===== src/core/storage_packet_pkg.sv =====
// Constants, register map and field layout for the dual-drive block framer.
// Assumes a single clock domain and an AXI4-Lite register bus with 32-bit data.
package storage_packet_pkg;
  // ==========================================================================
  // Bus and register map
  // ==========================================================================
  localparam int DATA_W = 32;
  localparam int ADDR_W = 8;
  localparam logic [ADDR_W-1:0] REG_CTRL = 8'h00;
  localparam logic [ADDR_W-1:0] REG_START = 8'h04;
  localparam logic [ADDR_W-1:0] REG_COUNT = 8'h08;
  localparam logic [ADDR_W-1:0] REG_STATUS = 8'h0c;
  localparam logic [ADDR_W-1:0] REG_WRITTEN = 8'h10;
  localparam logic [ADDR_W-1:0] REG_REPLY = 8'h14;
  localparam logic [ADDR_W-1:0] REG_STREAM = 8'h18;
  localparam int CTRL_START = 0;
  localparam int STAT_BUSY = 0;
  localparam int STAT_DONE = 1;
  localparam int STAT_ERR = 2;
  localparam logic [1:0] RESP_OKAY = 2'h0;
  localparam logic [1:0] RESP_SLVERR = 2'h2;
  localparam logic [31:0] START_RESET = 32'h0;
  localparam logic [31:0] COUNT_RESET = 32'h0;
  localparam logic [3:0] STREAM_RESET = 4'h0;

  // ==========================================================================
  // Blocks and packet headers
  // ==========================================================================
  localparam int BLOCK_BYTES = 4096;
  localparam int WORD_BYTES = 4;
  localparam int BLOCK_WORDS = BLOCK_BYTES / WORD_BYTES;
  localparam int CNT_W = 11;
  localparam logic [CNT_W-1:0] BLOCK_CNT = 11'h400;
  localparam logic [9:0] PAY_LAST = 10'h3ff;
  localparam logic [1:0] REQ_HDR_LAST = 2'h3;
  localparam logic [1:0] RPL_HDR_LAST = 2'h2;
  localparam logic [1:0] RPL_PAYLOAD = 2'h3;
  localparam int DRV_LSB = 28;
  localparam int ADDR_FIELD_W = 24;
  localparam int REPLY_FLAG = 31;
  localparam logic [3:0] REQ_WRITE = 4'h1;
  localparam int RB_LSB = 16;
  localparam int RE_LSB = 12;
  localparam int RU_LSB = 12;
  localparam int RN_LSB = 16;
  localparam int FIFO_DEPTH = 16;

  typedef enum {ST_IDLE, ST_HDR, ST_PAY} frame_state_t;
endpackage : storage_packet_pkg


===== src/core/storage_packet_header_format.sv =====
// Dual-drive block framer: FIFO, request header builder, reply decoder, registers.
// Assumes one clock (aclk) and a packet switch behind the two request streams.
`timescale 1ns/1ps

// ============================================================================
// Word FIFO
// ============================================================================
module word_fifo #(
  parameter int WIDTH = 32,
  parameter int DEPTH = 16
) (
  input wire logic aclk, // Clock.
  input wire logic aresetn, // Synchronous reset, active low.
  input wire logic [WIDTH-1:0] in_data, // Write data.
  input wire logic in_valid, // Write data valid.
  output logic in_ready, // Space available.
  output logic [WIDTH-1:0] out_data, // Head word.
  output logic out_valid, // Head word valid.
  input wire logic out_ready // Head word taken.
);
  localparam int AW = $clog2(DEPTH);
  localparam logic [AW:0] FULL = (AW+1)'(DEPTH);
  logic [WIDTH-1:0] mem [DEPTH];
  logic [AW-1:0] wptr_reg;
  logic [AW-1:0] rptr_reg;
  logic [AW:0] cnt_reg;
  logic push;
  logic pop;

  assign in_ready = cnt_reg != FULL;
  assign out_valid = cnt_reg != '0;
  assign out_data = mem[rptr_reg];
  assign push = in_valid && in_ready;
  assign pop = out_valid && out_ready;

  always_ff @(posedge aclk) begin
    if (push) begin
      mem[wptr_reg] <= in_data;
    end
  end

  always_ff @(posedge aclk) begin
    if (!aresetn) begin
      wptr_reg <= '0;
      rptr_reg <= '0;
      cnt_reg <= '0;
    end else begin
      if (push) begin
        wptr_reg <= wptr_reg + 1'b1;
      end
      if (pop) begin
        rptr_reg <= rptr_reg + 1'b1;
      end
      if (push && !pop) begin
        cnt_reg <= cnt_reg + 1'b1;
      end else if (pop && !push) begin
        cnt_reg <= cnt_reg - 1'b1;
      end
    end
  end
endmodule : word_fifo

// ============================================================================
// Framer top
// ============================================================================
module storage_packet_header_format
  import storage_packet_pkg::*;
(
  input wire logic aclk, // Root-complex user clock.
  input wire logic aresetn, // Synchronous reset, active low.
  input wire logic [ADDR_W-1:0] awaddr, // Write address.
  input wire logic awvalid, // Write address valid.
  output logic awready, // Write address ready.
  input wire logic [31:0] wdata, // Write data.
  input wire logic [3:0] wstrb, // Write byte strobes.
  input wire logic wvalid, // Write data valid.
  output logic wready, // Write data ready.
  output logic [1:0] bresp, // Write response.
  output logic bvalid, // Write response valid.
  input wire logic bready, // Write response ready.
  input wire logic [ADDR_W-1:0] araddr, // Read address.
  input wire logic arvalid, // Read address valid.
  output logic arready, // Read address ready.
  output logic [31:0] rdata, // Read data.
  output logic [1:0] rresp, // Read response.
  output logic rvalid, // Read data valid.
  input wire logic rready, // Read data ready.
  input wire logic [31:0] s_tdata, // Incoming data stream.
  input wire logic s_tvalid, // Incoming data valid.
  output logic s_tready, // Incoming data ready.
  output logic [31:0] m_tdata, // Request packet word, both drive paths.
  output logic m_tlast, // Last word of a request packet.
  output logic m0_tvalid, // Word valid for drive 0 path.
  input wire logic m0_tready, // Drive 0 path ready.
  output logic m1_tvalid, // Word valid for drive 1 path.
  input wire logic m1_tready, // Drive 1 path ready.
  input wire logic [31:0] r_tdata, // Reply packet word.
  input wire logic r_tvalid, // Reply word valid.
  output logic r_tready, // Reply word ready.
  input wire logic r_tlast, // Last reply word.
  output logic [31:0] rd_tdata, // Read-back data word.
  output logic rd_tvalid, // Read-back word valid.
  input wire logic rd_tready, // Read-back word ready.
  output logic rd_tlast // Last read-back word.
);
  function automatic logic [31:0] merge(input logic [31:0] old, input logic [31:0] nw, input logic [3:0] be);
    logic [31:0] res;
    res = old;
    for (int i = 0; i < 4; i++) begin
      if (be[i]) begin
        res[i*8 +: 8] = nw[i*8 +: 8];
      end
    end
    return res;
  endfunction : merge

  // ==========================================================================
  // Register bus
  // ==========================================================================
  logic aw_full_reg;
  logic [ADDR_W-1:0] aw_addr_reg;
  logic w_full_reg;
  logic [31:0] w_data_reg;
  logic [3:0] w_strb_reg;
  logic bvalid_reg;
  logic [1:0] bresp_reg;
  logic rvalid_reg;
  logic [31:0] rdata_reg;
  logic [1:0] rresp_reg;
  logic do_write;
  logic wr_known;
  logic start_pulse;
  logic err_clear;
  logic [31:0] start_block_reg;
  logic [31:0] num_blocks_reg;
  logic [3:0] stream_reg;
  logic done_reg;
  logic err_reg;
  logic [31:0] written_reg;
  logic [11:0] rpl_bytes_reg;
  logic [3:0] rpl_err_reg;
  logic [3:0] rpl_stat_reg;
  logic [3:0] rpl_drv_reg;
  logic [7:0] rpl_tag_reg;
  logic busy;
  logic blk_end;
  logic rpl_done;
  logic rpl_bad;

  assign awready = !aw_full_reg;
  assign wready = !w_full_reg;
  assign bvalid = bvalid_reg;
  assign bresp = bresp_reg;
  assign arready = !rvalid_reg;
  assign rvalid = rvalid_reg;
  assign rdata = rdata_reg;
  assign rresp = rresp_reg;
  assign do_write = aw_full_reg && w_full_reg && !bvalid_reg;
  assign wr_known = aw_addr_reg inside {REG_CTRL, REG_START, REG_COUNT, REG_STATUS, REG_STREAM};
  assign start_pulse = do_write && aw_addr_reg == REG_CTRL && w_strb_reg[0] && w_data_reg[CTRL_START];
  assign err_clear = do_write && aw_addr_reg == REG_STATUS && w_strb_reg[0] && w_data_reg[STAT_ERR];

  always_ff @(posedge aclk) begin
    if (!aresetn) begin
      aw_full_reg <= 1'b0;
      aw_addr_reg <= '0;
      w_full_reg <= 1'b0;
      w_data_reg <= '0;
      w_strb_reg <= '0;
      bvalid_reg <= 1'b0;
      bresp_reg <= RESP_OKAY;
    end else begin
      if (awvalid && !aw_full_reg) begin
        aw_full_reg <= 1'b1;
        aw_addr_reg <= awaddr;
      end
      if (wvalid && !w_full_reg) begin
        w_full_reg <= 1'b1;
        w_data_reg <= wdata;
        w_strb_reg <= wstrb;
      end
      if (do_write) begin
        aw_full_reg <= 1'b0;
        w_full_reg <= 1'b0;
        bvalid_reg <= 1'b1;
        bresp_reg <= wr_known ? RESP_OKAY : RESP_SLVERR;
      end else if (bvalid_reg && bready) begin
        bvalid_reg <= 1'b0;
      end
    end
  end

  // Range registers are frozen while a run is under way.
  always_ff @(posedge aclk) begin
    if (!aresetn) begin
      start_block_reg <= START_RESET;
      num_blocks_reg <= COUNT_RESET;
      stream_reg <= STREAM_RESET;
    end else if (do_write && !busy) begin
      if (aw_addr_reg == REG_START) begin
        start_block_reg <= merge(start_block_reg, w_data_reg, w_strb_reg);
      end
      if (aw_addr_reg == REG_COUNT) begin
        num_blocks_reg <= merge(num_blocks_reg, w_data_reg, w_strb_reg);
      end
      if (aw_addr_reg == REG_STREAM && w_strb_reg[0]) begin
        stream_reg <= w_data_reg[3:0];
      end
    end
  end

  always_ff @(posedge aclk) begin
    if (!aresetn) begin
      rvalid_reg <= 1'b0;
      rdata_reg <= '0;
      rresp_reg <= RESP_OKAY;
    end else if (arvalid && !rvalid_reg) begin
      rvalid_reg <= 1'b1;
      rresp_reg <= RESP_OKAY;
      unique case (araddr)
        REG_CTRL: rdata_reg <= '0;
        REG_START: rdata_reg <= start_block_reg;
        REG_COUNT: rdata_reg <= num_blocks_reg;
        REG_STATUS: rdata_reg <= {29'h0, err_reg, done_reg, busy};
        REG_WRITTEN: rdata_reg <= written_reg;
        REG_REPLY: rdata_reg <= {rpl_drv_reg, rpl_stat_reg, rpl_err_reg, rpl_bytes_reg, rpl_tag_reg};
        REG_STREAM: rdata_reg <= {28'h0, stream_reg};
        default: begin
          rdata_reg <= '0;
          rresp_reg <= RESP_SLVERR;
        end
      endcase
    end else if (rvalid_reg && rready) begin
      rvalid_reg <= 1'b0;
    end
  end

  // An error report in the clearing cycle keeps the flag set.
  always_ff @(posedge aclk) begin
    if (!aresetn) begin
      done_reg <= 1'b0;
      err_reg <= 1'b0;
    end else begin
      if (rpl_bad) begin
        err_reg <= 1'b1;
      end else if (err_clear) begin
        err_reg <= 1'b0;
      end
      if (start_pulse && !busy) begin
        done_reg <= 1'b0;
      end else if (blk_end && busy && written_reg + 1'b1 == num_blocks_reg) begin
        done_reg <= 1'b1;
      end
    end
  end

  // ==========================================================================
  // Input FIFO
  // ==========================================================================
  logic [31:0] fifo_data;
  logic fifo_valid;
  logic fifo_ready;

  word_fifo #(.WIDTH(DATA_W), .DEPTH(FIFO_DEPTH)) in_fifo (
    .aclk(aclk),
    .aresetn(aresetn),
    .in_data(s_tdata),
    .in_valid(s_tvalid),
    .in_ready(s_tready),
    .out_data(fifo_data),
    .out_valid(fifo_valid),
    .out_ready(fifo_ready)
  );

  // ==========================================================================
  // Request framer
  // ==========================================================================
  frame_state_t state_reg;
  logic [1:0] hidx_reg;
  logic [9:0] pidx_reg;
  logic [31:0] cur_block_reg;
  logic drive_reg;
  logic [7:0] tag_reg;
  logic out_valid_reg;
  logic [31:0] out_data_reg;
  logic out_last_reg;
  logic out_drive_reg;
  logic out_taken;
  logic can_load;
  logic hdr_load;
  logic [31:0] hdr_word;

  assign busy = state_reg != ST_IDLE;
  assign out_taken = out_valid_reg && (out_drive_reg ? m1_tready : m0_tready);
  assign can_load = !out_valid_reg || out_taken;
  assign hdr_load = state_reg == ST_HDR && can_load;
  assign fifo_ready = state_reg == ST_PAY && can_load;
  assign blk_end = fifo_ready && fifo_valid && pidx_reg == PAY_LAST;
  assign m_tdata = out_data_reg;
  assign m_tlast = out_last_reg;
  assign m0_tvalid = out_valid_reg && !out_drive_reg;
  assign m1_tvalid = out_valid_reg && out_drive_reg;

  always_comb begin
    unique case (hidx_reg)
      2'h0: hdr_word = {3'h0, drive_reg, stream_reg, cur_block_reg[ADDR_FIELD_W-1:0]};
      2'h1: hdr_word = '0;
      2'h2: hdr_word = {1'b0, 11'h0, stream_reg, REQ_WRITE, 1'b0, BLOCK_CNT};
      2'h3: hdr_word = {24'h0, tag_reg};
    endcase
  end

  always_ff @(posedge aclk) begin
    if (!aresetn) begin
      state_reg <= ST_IDLE;
      hidx_reg <= '0;
      pidx_reg <= '0;
      cur_block_reg <= '0;
      drive_reg <= 1'b0;
      tag_reg <= '0;
      written_reg <= '0;
    end else begin
      unique case (state_reg)
        ST_IDLE: begin
          if (start_pulse && num_blocks_reg != '0) begin
            state_reg <= ST_HDR;
            cur_block_reg <= start_block_reg;
            written_reg <= '0;
            drive_reg <= 1'b0;
            hidx_reg <= '0;
          end
        end
        ST_HDR: begin
          if (hdr_load) begin
            hidx_reg <= hidx_reg + 1'b1;
            if (hidx_reg == REQ_HDR_LAST) begin
              state_reg <= ST_PAY;
              pidx_reg <= '0;
            end
          end
        end
        ST_PAY: begin
          if (fifo_ready && fifo_valid) begin
            pidx_reg <= pidx_reg + 1'b1;
          end
          if (blk_end) begin
            drive_reg <= !drive_reg;
            cur_block_reg <= cur_block_reg + 1'b1;
            tag_reg <= tag_reg + 1'b1;
            written_reg <= written_reg + 1'b1;
            state_reg <= (written_reg + 1'b1 == num_blocks_reg) ? ST_IDLE : ST_HDR;
          end
        end
      endcase
    end
  end

  always_ff @(posedge aclk) begin
    if (!aresetn) begin
      out_valid_reg <= 1'b0;
      out_data_reg <= '0;
      out_last_reg <= 1'b0;
      out_drive_reg <= 1'b0;
    end else if (hdr_load) begin
      out_valid_reg <= 1'b1;
      out_data_reg <= hdr_word;
      out_last_reg <= 1'b0;
      out_drive_reg <= drive_reg;
    end else if (fifo_ready && fifo_valid) begin
      out_valid_reg <= 1'b1;
      out_data_reg <= fifo_data;
      out_last_reg <= pidx_reg == PAY_LAST;
    end else if (out_taken) begin
      out_valid_reg <= 1'b0;
    end
  end

  // ==========================================================================
  // Reply decoder and read-back stream
  // ==========================================================================
  logic [1:0] ridx_reg;
  logic [31:0] rw0_reg;
  logic [31:0] rw1_reg;
  logic rpl_ok_reg;
  logic r_take;
  logic rd_valid_reg;
  logic [31:0] rd_data_reg;
  logic rd_last_reg;

  assign r_tready = !rd_valid_reg || rd_tready;
  assign r_take = r_tvalid && r_tready;
  assign rpl_done = r_take && ridx_reg == RPL_HDR_LAST && r_tdata[REPLY_FLAG];
  assign rpl_bad = rpl_done && rw0_reg[RE_LSB +: 4] != 4'h0;
  assign rd_tdata = rd_data_reg;
  assign rd_tvalid = rd_valid_reg;
  assign rd_tlast = rd_last_reg;

  always_ff @(posedge aclk) begin
    if (!aresetn) begin
      ridx_reg <= '0;
      rw0_reg <= '0;
      rw1_reg <= '0;
      rpl_ok_reg <= 1'b0;
    end else if (r_take) begin
      if (ridx_reg == 2'h0) begin
        rw0_reg <= r_tdata;
      end
      if (ridx_reg == 2'h1) begin
        rw1_reg <= r_tdata;
      end
      if (ridx_reg == RPL_HDR_LAST) begin
        rpl_ok_reg <= r_tdata[REPLY_FLAG];
      end
      if (r_tlast) begin
        ridx_reg <= '0;
      end else if (ridx_reg != RPL_PAYLOAD) begin
        ridx_reg <= ridx_reg + 1'b1;
      end
    end
  end

  // Only the defined fields are kept; all other header bits are ignored.
  always_ff @(posedge aclk) begin
    if (!aresetn) begin
      rpl_bytes_reg <= '0;
      rpl_err_reg <= '0;
      rpl_stat_reg <= '0;
      rpl_drv_reg <= '0;
      rpl_tag_reg <= '0;
    end else if (rpl_done) begin
      rpl_bytes_reg <= rw0_reg[RB_LSB +: 12];
      rpl_err_reg <= rw0_reg[RE_LSB +: 4];
      rpl_stat_reg <= rw1_reg[RU_LSB +: 4];
      rpl_drv_reg <= r_tdata[RN_LSB +: 4];
      rpl_tag_reg <= r_tdata[7:0];
    end
  end

  always_ff @(posedge aclk) begin
    if (!aresetn) begin
      rd_valid_reg <= 1'b0;
      rd_data_reg <= '0;
      rd_last_reg <= 1'b0;
    end else if (r_take && ridx_reg == RPL_PAYLOAD && rpl_ok_reg) begin
      rd_valid_reg <= 1'b1;
      rd_data_reg <= r_tdata;
      rd_last_reg <= r_tlast;
    end else if (rd_tready) begin
      rd_valid_reg <= 1'b0;
    end
  end
endmodule : storage_packet_header_format


===== config.mk =====
export PLATFORM = sky130hd
export DESIGN_NAME = storage_packet_header_format
export DESIGN_NICKNAME = d
export VERILOG_FILES = /design/src/core/storage_packet_pkg.sv /design/src/core/storage_packet_header_format.sv
export SDC_FILE = /design/constraint.sdc
export NUM_CORES = 1
export LEC_CHECK = 0
export ABC_AREA = 1
export BUFFER_PORTS_ARGS = -buffer_cell sky130_fd_sc_hd__buf_2
export CAP_MARGIN = 5
export CORE_ASPECT_RATIO = 0.7
export CORE_MARGIN = 2
export CORE_UTILIZATION = 39
export DETAILED_ROUTE_END_ITERATION = 12
export SETUP_SLACK_MARGIN = 0.1
export SYNTH_ARGS = -nofsm -noshare
export SYNTH_HDL_FRONTEND = slang
export SYNTH_HIERARCHICAL = 1
export SYNTH_SLANG_ARGS = --single-unit

===== constraint.sdc =====
create_clock -name aclk -period 2.75 [get_ports aclk]
set_clock_uncertainty 0.2 [all_clocks]
set_input_delay 0.275 -clock aclk [delete_from_list [all_inputs] [get_ports aclk]]
set_output_delay 0.275 -clock aclk [all_outputs]
set_load 0.005 [all_outputs]

==> summary by stage <==
Global route
Global routing consumed, over all layers together, 24.18% of the routing resources. The number of antenna violations at the first check in global routing is 4. The number of global-route vias before repair is 30,020. The first global-routing pass estimated 191.8 mm of wire. The total overflow left after global routing is 0. The pin count of the biggest net entering global routing is 134.

Critical path
The startpoint of the lowest-slack register-to-register path is num_blocks_reg[18]. The critical path is of the flop to flop type. The signal on the critical path passes through inv_1, nand4_1, nor4_4, buf_4, nand4_1, buf_4, nand3_2, nand2_4, buf_12, clkbuf_16, nand3_1, a21oi_1. The worst reg2reg path endpoint is written_reg[26]. The worst register-to-register path has a depth of 12.

The kind of cell adding the most delay to the critical path is simple AND/OR/NAND/NOR gates. Of all nets on the critical path, the largest fanout is 7. In this design, the stage delay of the slowest critical-path cell is roughly 320 ps.

The category of the worst setup path capture point is a flop. In this run the register-to-register setup slack is around 160 ps. The nature of the critical path startpoint is a flop. At the worst endpoint, the required time is just over 3000 ps.

The library cell contributing the largest single delay on the critical path is sky130_fd_sc_hd__dfxtp_1. Together, buffers and inverters on the worst path number 5. Data arrives at the worst endpoint at between 2000 and 3000 ps.

Timing
The hold violation total from the final report was 0. The slew at the pin with the worst max-slew slack is between 900 and 1000 ps. In this run the tightest slew margin relative to its limit is a little over a third. The worst path in the final design needs a cycle of between 2000 and 3000 ps, including I/O delays and setup. The count of final setup violators is 0. The number of max-slew violations in the final report is 0. The final hold slack is 78.37 ps.

The final worst-path cycle share is a little over nine tenths. Adding up every negative setup slack in the final design gives 0 ps. For this run, the top clock speed supported by timing is between 300 and 400 MHz. Setup repair after global routing could not meet its margin everywhere.

Min path
The hold-critical path depth is 6. The endpoint with the worst hold slack is state_reg[1]. The class of the most critical hold timing path is input port to flop.

The worst hold path begins at m1_tready.

Yosys
The number of synthesized flops with an enable pin is a little over 500. The Yosys step of the flow raised 6 warnings. The most frequent cell after synthesis is sky130_fd_sc_hd__nand2_1. Counting instances in the post-synthesis netlist gives the leading cell types as sky130_fd_sc_hd__nand2_1 (1,104), sky130_fd_sc_hd__inv_1 (665), sky130_fd_sc_hd__nand3_1 (539). After synthesis the cells add up to between 30,000 and 40,000 um^2.

The cell count after synthesis came out at ~4,600. The post-synthesis area per instance is 8.586 um^2. Among all flip-flop cells after synthesis, the most frequent one is sky130_fd_sc_hd__edfxtp_1. The count of unique library cells instantiated by Yosys is between 50 and 60. The cell type with the largest total area after synthesis is sky130_fd_sc_hd__edfxtp_1. The synthesized design contains around 880 register bits. The share of the Yosys chip area taken by registers is between 50% and 60%. In the post-synthesis netlist, the biggest area contributors are sky130_fd_sc_hd__edfxtp_1 (39%), sky130_fd_sc_hd__dfxtp_1 (19%), sky130_fd_sc_hd__nand2_1 (10%), sky130_fd_sc_hd__nand3_1 (6.8%), sky130_fd_sc_hd__inv_1 (6.3%). The area fraction of the dominant cell type after synthesis is 38.76%. The async set or reset register ratio after synthesis is 0%.

Floorplanning
The initial utilization of the core area, before any placement, comes to 39.52%. The placement row count is just under 100. The floorplan step defined a die boundary enclosing ~100,000 um^2. The die is roughly 390 um wide. Measured along the y axis, the die boundary spans roughly 270 um. For this design the top-level I/O count stands at approximately 240. The placeable core area is between 100,000 and 150,000 um^2.

Placement
The congestion estimate from routability-driven global placement came to about 0.95. The half-perimeter wire length after placement is 85.06 mm. During placement, the flow inserted port buffers numbering ~240. The standard cell area after detailed placement is ~43,000 um^2.

Clock network
In this run the clock root is driven by a sky130_fd_sc_hd__clkbuf_16. The clock-pin slew on the worst setup and hold paths is ~60 ps. The buffer depth of the longest clock path is 3.

The TritonCTS sink count is 884. The depth of the CTS H-tree is 3. At the later pin of the worst-skew pair, clock insertion delay measures just under 700 ps.

The TritonCTS buffer count is 91. TritonCTS built the clock tree.

Drt
The count of TritonRoute iterations in the first routing pass is 5. The total via count after detailed routing is between 30,000 and 40,000. After the first detailed-routing iteration, the DRC count stood at 4,002. The sum of routed wire length over all layers is approximately 130 mm.

The detail route stage leaves a number of antenna-violating nets equal to 0. Dividing the detail-routed wire length by the instance count gives approximately 20 um. For this run, design rule violations remaining after detail routing come to 0. The per-cell via count in the routed design is about 5.2.

Final layout
With fillers left out, the area of the finished cells amounts to ~48,000 um^2. In the final layout, the share of cells above drive strength 1 is between 10% and 20%. In the final design database the tool counted about 5,200 nets.

The flip-flop count of the largest register after layout is 512. The final standard cell utilization of the core is 47.57%. Relative to the synthesized area, the layout overhead comes to 20.37%. The top register by number of flip-flops is in_fifo/mem.

Pwr
The completed layout was analyzed and its total power is ~28 mW. The worst-case IR drop observed on VDD is between 0.5 and 0.6 mV. For this design the static power due to leakage is about 20 nW. The power density of the placed cells is 591.1 nW/um^2.

Status
The run finished with clean final reports.

Flow run
Across the run, the number of max-cap violations was 0.
-- worst register-to-register path, cell delays in order, from the launching register on --
cell and delay (ps):
sky130_fd_sc_hd__dfxtp_1 320, sky130_fd_sc_hd__inv_1 70, sky130_fd_sc_hd__nand4_1 300, sky130_fd_sc_hd__nor4_4 300, sky130_fd_sc_hd__buf_4 160, sky130_fd_sc_hd__nand4_1 160, sky130_fd_sc_hd__buf_4 210, sky130_fd_sc_hd__nand3_2 90
sky130_fd_sc_hd__nand2_4 120, sky130_fd_sc_hd__buf_12 170, sky130_fd_sc_hd__clkbuf_16 160, sky130_fd_sc_hd__nand3_1 120, sky130_fd_sc_hd__a21oi_1 90
-- routing by layer --
metal / GRT usage [%] / vias up / share of wire (%)
met4: 5.273 / 6 / 2.0
met2: 33.20 / 1353 / 41
li1: - / 15920 / -
met3: 4.609 / 169 / 9.3
met5: 0 / - / 0.026
met1: 38.65 / 15740 / 48
-- through the flow --
step	worst slack, ps	std cells
2_1_floorplan	-209.9	4621
4_1_cts	61.06	6411
6_report	161.7	6418
5_1_grt	46.44	6417
3_5_place_dp	3.950	6109
3_3_place_gp	28.18	6109
-- layout by cell type (no fill, tap or decap), drive strengths merged, types with 2 or more instances in the layout --
master,n
a21oi,260
a31oi,25
and2,2
and3,2
buf,386
bufinv,4
clkbuf,129
clkinv,31
clkinvlp,6
conb,2
dfxtp,372
dlygate4sd3,135
edfxtp,512
ha,20
inv,679
nand2,1121
nand3,541
nand4,22
nor2,332
nor3,26
nor4,6
o211ai,8
o21a,3
o21ai,376
o22ai,49
o41ai,2
or2,6
xnor2,2
xor2,13
-- worst max-delay path by stage --
stage / start / end / slack, ps / cells past startpoint
floorplan: in_fifo/cnt_reg[0] / in_fifo/mem[0][0] / -210 / 6
global placement: num_blocks_reg[18] / written_reg[16] / 30 / 11
detailed placement: written_reg[1] / state_reg[0] / 4 / 14
CTS: written_reg[1] / state_reg[0] / 60 / 14
global route: written_reg[1] / state_reg[0] / 50 / 14
finish: num_blocks_reg[18] / written_reg[26] / 160 / 12
-- repair_timing --
item,CTS,global route
buffers inserted,0,4
pin swaps,0,5
endpoints found under the setup margin,37,68
gates resized for setup,2,57
hold buffers,136,0
gates cloned,0,3
hold endpoints to repair,683,0
-- cell families after synthesis --
group	share of synthesized area, %
and+or+nand+nor	22.28
buffers and inverters	9.501
other	0.009454
DFF	57.54
AOI/OAI and AO/OA	9.545
adders and majority gates	0.6813
xor gates and xnor gates	0.4479
-- area by class of cell --
type	instances	area [um^2]
Fill cell	9441	52620
Sequential cell	884	22840
Multi-Input combinational cell	2827	13340
Timing Repair Buffer	524	4322
Clock buffer	126	2601
Inverter	680	2570
Tap cell	1336	1672
Clock inverter	40	394.1
Antenna cell	1	2.502
-- power by group --
group / switching, mW / internal [mW] / total (mW)
combinational: 0.857 / 0.487 / 1.34
clock: 5.49 / 7.04 / 12.5
sequential: 0.131 / 14.2 / 14.3
(Power assumes the default switching activity.)
